File: config.mk
export PLATFORM = sky130hd
export DESIGN_NAME = art_timer
export DESIGN_NICKNAME = d
export VERILOG_FILES = /design/src/hw/art_pkg.sv /design/src/hw/art_timer.sv
export SDC_FILE = /design/constraint.sdc
export NUM_CORES = 1
export LEC_CHECK = 0
export BUFFER_PORTS_ARGS = -buffer_cell sky130_fd_sc_hd__buf_4
export CORE_MARGIN = 2
export CORE_UTILIZATION = 34
export CTS_CLUSTER_SIZE = 20
export DETAILED_ROUTE_END_ITERATION = 10
export GPL_ROUTABILITY_DRIVEN = 0
export PLACE_DENSITY_LB_ADDON = 0.1
export SETUP_SLACK_MARGIN = 0.4
export SLEW_MARGIN = 20
export SYNTH_ARGS = -nofsm -noshare
export SYNTH_HDL_FRONTEND = slang
export SYNTH_SLANG_ARGS = --single-unit
File: constraint.sdc
create_clock -name mclk -period 1.65 [get_ports mclk]
set_input_delay 0.2475 -clock mclk [delete_from_list [all_inputs] [get_ports mclk]]
set_output_delay 0.2475 -clock mclk [all_outputs]
set_load 0.05 [all_outputs]
File: src/hw/art_pkg.sv
package art_pkg;

  localparam logic [7:0] ART_CTRL_ADDR        = 8'hC8;
  localparam logic [7:0] ART_RELOAD_LOW_ADDR  = 8'hCA;
  localparam logic [7:0] ART_RELOAD_HIGH_ADDR = 8'hCB;
  localparam logic [7:0] ART_COUNT_LOW_ADDR   = 8'hCC;
  localparam logic [7:0] ART_COUNT_HIGH_ADDR  = 8'hCD;

  localparam int unsigned ART_BIT_HIGH_FLAG  = 7;
  localparam int unsigned ART_BIT_LOW_FLAG   = 6;
  localparam int unsigned ART_BIT_LOW_IRQ_EN = 5;
  localparam int unsigned ART_BIT_SPLIT      = 3;
  localparam int unsigned ART_BIT_RUN        = 2;
  localparam int unsigned ART_BIT_EXT_CLK    = 0;

  localparam logic [7:0] ART_CTRL_WRITE_MASK = 8'hED;
  localparam logic [7:0] ART_CTRL_RESET      = 8'h00;
  localparam logic [7:0] ART_BYTE_RESET      = 8'h00;

  localparam int unsigned ART_SYS_DIV = 12;
  localparam int unsigned ART_EXT_DIV = 8;

  typedef struct packed {
    logic       wr;
    logic       rd;
    logic [7:0] addr;
    logic [7:0] wdata;
    logic       bit_wr;
    logic [2:0] bit_sel;
    logic       bit_val;
  } art_sfr_req_t;

  typedef struct packed {
    logic high_fast;
    logic low_fast;
  } art_clk_sel_t;

endpackage

File: src/hw/art_timer.sv
`timescale 1ns/1ps
module art_timer
  import art_pkg::*;
#(
  parameter int unsigned SYS_DIV = ART_SYS_DIV,
  parameter int unsigned PRESC_W = 4
)
(
  input  wire logic         mclk,
  input  wire logic         rst_n,
  input  wire art_sfr_req_t sfr_req,
  input  wire art_clk_sel_t clk_sel,
  input  wire logic         timer_irq_enable,
  input  wire logic         ext_clk_div8,
  output logic [7:0]        sfr_rdata,
  output logic              sfr_hit,
  output logic              timer_irq
);

  logic [7:0] ctrl;
  logic [7:0] count_low_byte;
  logic [7:0] count_high_byte;
  logic [7:0] reload_low_byte;
  logic [7:0] reload_high_byte;
  logic [PRESC_W-1:0] presc;
  logic       sys_div_tick;
  logic       ext_sync_1;
  logic       ext_sync_2;
  logic       ext_sync_3;
  logic       ext_tick;
  logic       split_mode_select;
  logic       run_control;
  logic       external_clock_select;
  logic       slow_tick;
  logic       low_tick;
  logic       high_tick;
  logic       low_wrap;
  logic       high_wrap;
  logic       full_wrap;
  logic       wr_ctrl;
  logic       bit_ctrl;
  logic [7:0] next_ctrl;
  logic [7:0] next_count_low;
  logic [7:0] next_count_high;
  logic       rd_mapped;
  logic       next_timer_irq;

  ////////////////////////////////////////////////////////////////////////////
  // Elaboration checks.

  // The prescaler must be able to count up to SYS_DIV - 1, and a divide by one would make the slow
  // clock a copy of the fast one, which no software expects.
  if (SYS_DIV < 2 || SYS_DIV > (1 << PRESC_W)) begin : g_bad_div
    $error("art_timer: SYS_DIV does not fit the prescaler width");
  end

  // Bits 4 and 1 must stay out of the write mask, or the unused bits would no longer read zero.
  if (ART_CTRL_WRITE_MASK[4] || ART_CTRL_WRITE_MASK[1]) begin : g_bad_mask
    $error("art_timer: control write mask covers an unused bit");
  end

  assign split_mode_select     = ctrl[ART_BIT_SPLIT];
  assign run_control           = ctrl[ART_BIT_RUN];
  assign external_clock_select = ctrl[ART_BIT_EXT_CLK];

  ////////////////////////////////////////////////////////////////////////////
  // Count enables.

  // The prescaler runs freely from reset and is never cleared by the run bit, so the first tick
  // after the timer starts may come anywhere from one to SYS_DIV cycles later. Software that needs
  // an exact first period must allow for that phase; in exchange both bytes share one divider.
  always_ff @(posedge mclk) begin
    if (!rst_n) begin
      presc        <= '0;
      sys_div_tick <= 1'b0;
    end else if (presc == PRESC_W'(SYS_DIV - 1)) begin
      presc        <= '0;
      sys_div_tick <= 1'b1;
    end else begin
      presc        <= presc + PRESC_W'(1);
      sys_div_tick <= 1'b0;
    end
  end

  // The third stage only feeds the edge detector, so the first stage is seen by the second alone.
  always_ff @(posedge mclk) begin
    if (!rst_n) begin
      ext_sync_1 <= 1'b0;
      ext_sync_2 <= 1'b0;
      ext_sync_3 <= 1'b0;
    end else begin
      ext_sync_1 <= ext_clk_div8;
      ext_sync_2 <= ext_sync_1;
      ext_sync_3 <= ext_sync_2;
    end
  end

  assign ext_tick  = ext_sync_2 & ~ext_sync_3;
  assign slow_tick = external_clock_select ? ext_tick : sys_div_tick;

  // In split mode the low byte ignores the run bit entirely, so it keeps counting while the high
  // byte is stopped. A user who wants both stopped must leave split mode first.
  always_comb begin
    if (split_mode_select) begin
      low_tick  = clk_sel.low_fast ? 1'b1 : slow_tick;
      high_tick = run_control & (clk_sel.high_fast ? 1'b1 : slow_tick);
    end else begin
      // The 16-bit counter follows the high-byte clock select.
      low_tick  = run_control & (clk_sel.high_fast ? 1'b1 : slow_tick);
      high_tick = 1'b0;
    end
  end

  assign low_wrap  = low_tick & (count_low_byte == 8'hFF);
  assign full_wrap = ~split_mode_select & low_wrap & (count_high_byte == 8'hFF);
  assign high_wrap = split_mode_select ? (high_tick & (count_high_byte == 8'hFF)) : full_wrap;

  ////////////////////////////////////////////////////////////////////////////
  // Register access.

  assign wr_ctrl  = sfr_req.wr & (sfr_req.addr == ART_CTRL_ADDR);
  assign bit_ctrl = sfr_req.bit_wr & (sfr_req.addr == ART_CTRL_ADDR);

  always_comb begin
    next_ctrl = ctrl;
    if (wr_ctrl) begin
      next_ctrl = sfr_req.wdata & ART_CTRL_WRITE_MASK;
    end else if (bit_ctrl && ART_CTRL_WRITE_MASK[sfr_req.bit_sel]) begin
      next_ctrl[sfr_req.bit_sel] = sfr_req.bit_val;
    end
    // Hardware set wins over a software clear in the same cycle.
    if (high_wrap) begin
      next_ctrl[ART_BIT_HIGH_FLAG] = 1'b1;
    end
    if (low_wrap) begin
      next_ctrl[ART_BIT_LOW_FLAG] = 1'b1;
    end
  end

  always_ff @(posedge mclk) begin
    if (!rst_n) begin
      ctrl <= ART_CTRL_RESET;
    end else begin
      ctrl <= next_ctrl;
    end
  end

  always_ff @(posedge mclk) begin
    if (!rst_n) begin
      reload_low_byte  <= ART_BYTE_RESET;
      reload_high_byte <= ART_BYTE_RESET;
    end else if (sfr_req.wr) begin
      if (sfr_req.addr == ART_RELOAD_LOW_ADDR) begin
        reload_low_byte <= sfr_req.wdata;
      end
      if (sfr_req.addr == ART_RELOAD_HIGH_ADDR) begin
        reload_high_byte <= sfr_req.wdata;
      end
    end
  end

  ////////////////////////////////////////////////////////////////////////////
  // Counters.

  // In 16-bit mode the high byte only moves on a low-byte wrap, and a full wrap replaces both bytes
  // with the reload pair in one edge, so software never sees a half-reloaded count.
  always_comb begin
    next_count_low  = count_low_byte;
    next_count_high = count_high_byte;
    if (split_mode_select) begin
      if (low_tick) begin
        next_count_low = low_wrap ? reload_low_byte : count_low_byte + 8'h01;
      end
      if (high_tick) begin
        next_count_high = high_wrap ? reload_high_byte : count_high_byte + 8'h01;
      end
    end else if (low_tick) begin
      if (full_wrap) begin
        next_count_low  = reload_low_byte;
        next_count_high = reload_high_byte;
      end else begin
        next_count_low = count_low_byte + 8'h01;
        if (low_wrap) begin
          next_count_high = count_high_byte + 8'h01;
        end
      end
    end
    // A software write to a count byte overrides counting in that cycle.
    if (sfr_req.wr && sfr_req.addr == ART_COUNT_LOW_ADDR) begin
      next_count_low = sfr_req.wdata;
    end
    if (sfr_req.wr && sfr_req.addr == ART_COUNT_HIGH_ADDR) begin
      next_count_high = sfr_req.wdata;
    end
  end

  always_ff @(posedge mclk) begin
    if (!rst_n) begin
      count_low_byte  <= ART_BYTE_RESET;
      count_high_byte <= ART_BYTE_RESET;
    end else begin
      count_low_byte  <= next_count_low;
      count_high_byte <= next_count_high;
    end
  end

  ////////////////////////////////////////////////////////////////////////////
  // Read data and interrupt request.

  // Only the five timer addresses answer; every other address reads zero and raises no hit.
  always_comb begin
    case (sfr_req.addr)
      ART_CTRL_ADDR,
      ART_RELOAD_LOW_ADDR,
      ART_RELOAD_HIGH_ADDR,
      ART_COUNT_LOW_ADDR,
      ART_COUNT_HIGH_ADDR: rd_mapped = sfr_req.rd;
      default:             rd_mapped = 1'b0;
    endcase
  end

  // Read data follows the address every cycle; only the hit tells the CPU that it was asked for.
  always_ff @(posedge mclk) begin
    if (!rst_n) begin
      sfr_rdata <= 8'h00;
      sfr_hit   <= 1'b0;
    end else begin
      sfr_hit <= rd_mapped;
      case (sfr_req.addr)
        ART_CTRL_ADDR:        sfr_rdata <= ctrl & ART_CTRL_WRITE_MASK;
        ART_RELOAD_LOW_ADDR:  sfr_rdata <= reload_low_byte;
        ART_RELOAD_HIGH_ADDR: sfr_rdata <= reload_high_byte;
        ART_COUNT_LOW_ADDR:   sfr_rdata <= count_low_byte;
        ART_COUNT_HIGH_ADDR:  sfr_rdata <= count_high_byte;
        default:              sfr_rdata <= 8'h00;
      endcase
    end
  end

  // The request follows the flags as they will stand after this edge, so it rises on the same edge
  // as the flag that causes it. The CPU never clears the flags on vectoring, so a handler that does
  // not clear them is entered again at once.
  always_comb begin
    next_timer_irq = 1'b0;
    if (timer_irq_enable) begin
      next_timer_irq = next_ctrl[ART_BIT_HIGH_FLAG];
      if (next_ctrl[ART_BIT_LOW_IRQ_EN] && next_ctrl[ART_BIT_LOW_FLAG]) begin
        next_timer_irq = 1'b1;
      end
    end
  end

  always_ff @(posedge mclk) begin
    if (!rst_n) begin
      timer_irq <= 1'b0;
    end else begin
      timer_irq <= next_timer_irq;
    end
  end

endmodule

==> run_results.csv <==
group,metric,value,unit
run_status,status,"finished clean",
sta,tightest_slew,0.442,ns
grt,grt_max_degree,27,
synthesis,syn_inst,386,
synthesis,synth_top_family_by_area,"compound AO/OA/AOI/OAI gates",
clock_network,cts_max_level,2,
grt,gr-usage-all-layers,23.0,%
setup_path,start_kind,"flip-flop",
floorplan,row_count,35,
place,pre_cts_slack,-0.0998,ns
detailed_routing,wire_per_inst,19.9,µm
synthesis,synth_area,0.00317,mm²
floorplan,die_y,101,µm
synthesis,synth_xor_area_share,0.829,%
setup_path,cp_max_fo,6,
setup_path,cp_num_buf_inv,1,
setup_path,path_delay_family,"compound AO/OA/AOI/OAI gates",
floorplan,fp.coreArea,0.00915,mm²
synthesis,ys.flop_type,"dfxtp_1",
setup_path,cp-end-kind,"flip-flop",
place,io_buffers,38,
pwr,leakagePower,1.67,nW
synthesis,synthAdderAreaFrac,1.18,%
setup_path,slowest_delay,0.36,ns
layout,layout_commonest_cell,"buf_4",
setup_path,arrival,1.84,ns
setup_path,required,1.85,ns
sta,period_share,99.4,%
sta,rsz0062_at_grt,"yes",
place,hpwl,8100,µm
detailed_routing,viasPerCell,5.85,
grt,antenna_found_initial,0,
detailed_routing,num_vias,3438,
clock_network,holdBufCountCts,0,
min_path,min_path_type,"in -> reg",
synthesis,yosys.area_share.simple,25.8,%
layout,diodes,0,
synthesis,ys_types,70,
sta,setup_slack,0.00996,ns
grt,grt_pass1_wl,17800,µm
layout,syn2layout_area_growth,49.8,%
clock_network,clkSlewWorstSetupHoldPaths,0.10,ns
detailed_routing,first_pass_iters,4,
synthesis,synth_edf_count,0,
sta,period_needed,1.64,ns
floorplan,fp.dieW,101,µm
floorplan,die_area,0.0101,mm²
detailed_routing,ant_nets,0,
clock_network,cts_tree,"yes",
synthesis,synth-seq-cells,56,
clock_network,cts_buffers,5,
synthesis,async_flop_share,0,%
sta,final-max-slew-violation-count,0,
pwr,ir_worst_vdd,0.320,mV
sta,max_clock_freq,610,MHz
clock_network,root_buffer,"clkbuf_8",
clock_network,cts_sinks,56,
grt,overflow,0,
grt,grt_pass1_vias,3319,
sta,slew-limit-headroom,70.5,%
synthesis,synth_compound_area_share,28.6,%
sta,hold_viol_final,0,
setup_path,slowest_stage,"o31a_1",
synthesis,avgSynthCellArea,8.21,µm²
synthesis,syn-num-nets,418,
sta,fin_worst_skew,0.0121,ns
synthesis,yosysSeqAreaShare,35.4,%
layout,drive_gt1_share,47.4,%
layout,nets,508,
clock_network,clockBufferDepth,2,
setup_path,crit_path_cell_trace,"mux2_4, o31a_1, buf_4, o21ai_0, a21o_1, a21oi_1",
detailed_routing,drcViolationCount,0,
floorplan,io_pins,39,
sta,fin_setup_tns,0,ns
detailed_routing,finalWirelength,11700,µm
sta,finalSetupViolCount,0,
setup_path,critical_path_class,"reg -> reg",
layout,final_cell_mix,"buf_4, dfxtp_1, nand2_1",
flow_run,max-cap-violations,0,
floorplan,initial_utilization,34.6,%
synthesis,synthMuxAreaShare,2.73,%
pwr,powerDensity,541,mW/mm²
detailed_routing,drtIter0Drc,195,
clock_network,worst_skew_pair.late_latency,0.32,ns
synthesis,ys_warn_count,0,
repair_timing:
action                     4_1_cts  5_1_grt
gates cloned                     2        1
pin swaps                       34       28
setup endpoints to repair       44       44
resized for setup               47       55
buffers inserted                 9        3
state kept, by name (all words and copies together), names as in the netlist:
signal	cells
reload_high_byte	8
ext_sync_1	1
ext_sync_2	1
ctrl	6
timer_irq	1
count_low_byte	8
ext_sync_3	1
sys_div_tick	1
reload_low_byte	8
presc	4
sfr_hit	1
sfr_rdata	8
count_high_byte	8
routing by layer:
layer | share of wire, % | vias to the layer above | GRT usage, %
met5 | 0 | - | 0
met4 | 2.9 | 0 | 7.27
li1 | - | 1624 | -
met1 | 46 | 1667 | 31.7
met2 | 46 | 124 | 36.8
met3 | 5.4 | 23 | 3.61
area by class of cell:
| type | count | area, µm² |
|---|---|---|
| clock inverter | 1 | 30.0 |
| tap | 111 | 139 |
| clock buffer | 7 | 76.3 |
| timing repair buffer | 108 | 942 |
| inverter | 10 | 37.5 |
| multi-input combinational | 295 | 2380 |
| sequential | 56 | 1140 |
| fill | 856 | 4410 |
worst register-to-register path, delay by kind of cell (launching register included):
kind                   cells  cell delay [ns]
AO/OA/AOI/OAI              4             0.66
buffers and inverters      1             0.20
flip-flops                 1             0.35
multiplexers               1             0.32
stage by stage:
| stage | instances | area, µm² | utilization, % | total power, mW | hold slack, ns |
|---|---|---|---|---|---|
| finish | 588 | 4750 | 51.9 | 2.57 | 0.141 |
| global route | 588 | 4750 | 51.9 | 2.65 | 0.140 |
| CTS | 584 | 4440 | 48.5 | 2.56 | 0.138 |
| detailed placement | 565 | 4060 | 44.3 | 1.65 | 0.419 |
| global placement | 565 | 4060 | 44.3 | 1.65 | 0.425 |
| floorplan | 386 | 3400 | - | 1.51 | 0.360 |
logic make-up (layout without fill, tap and decap cells):
| family | Yosys count | in the layout |
|---|---|---|
| buffers and inverters | 35 | 126 |
| multiplexers | 8 | 8 |
| AND/OR/NAND/NOR | 152 | 152 |
| XOR/XNOR | 3 | 3 |
| flip-flops | 56 | 56 |
| AO/OA/AOI/OAI | 129 | 129 |
| adder cells (fa/ha/maj) | 3 | 3 |
synth_stat cells (3+ instances only):
cell type  instances  area, µm²
a21oi_1           36        180
nand2_1           47        176
and3_1             7       43.8
buf_2              7       35.0
a222oi_1           4       40.0
o22ai_1            4       25.0
nand3_1           31        155
inv_1              9       33.8
clkbuf_1          12       45.0
a31oi_1           11       68.8
and2_1             5       31.3
buf_6              3       33.8
a21o_1             4       30.0
nand4_1            4       25.0
o21a_1             3       22.5
o211ai_1           3       22.5
buf_4              3       22.5
ha_1               3       37.5
or2_2              3       18.8
a22oi_1           12       90.1
o21ai_0           17       85.1
and4_1             5       43.8
nor3_1             4       20.0
dfxtp_1           56       1120
nor2b_1            3       18.8
nor2_1            17       63.8
a2bb2oi_1          4       35.0
nor4_1             4       25.0
nand2b_1           4       25.0
mux2i_1            6       60.1
final timing paths:
check | cells past startpoint | startpoint | slack, ns | to
setup / recovery | 6 | ctrl[3]$_SDFFE_PN0P_ | 0.01 | count_low_byte[4]$_SDFFE_PN0P_
hold / removal | 3 | sfr_req[21] | 0.14 | sfr_hit$_SDFF_PN0_
setup reg to reg | 6 | ctrl[3]$_SDFFE_PN0P_ | 0.01 | count_low_byte[4]$_SDFFE_PN0P_
hold reg to reg | 1 | ext_sync_1$_SDFF_PN0_ | 0.44 | ext_sync_2$_SDFF_PN0_
power by group:
part | switching (mW) | internal (mW) | total [mW]
Clock | 0.462 | 0.456 | 0.918
Sequential | 0.00897 | 1.36 | 1.37
Combinational | 0.162 | 0.116 | 0.277
Total | 0.633 | 1.93 | 2.57
Power figures use the tool's default switching activity.
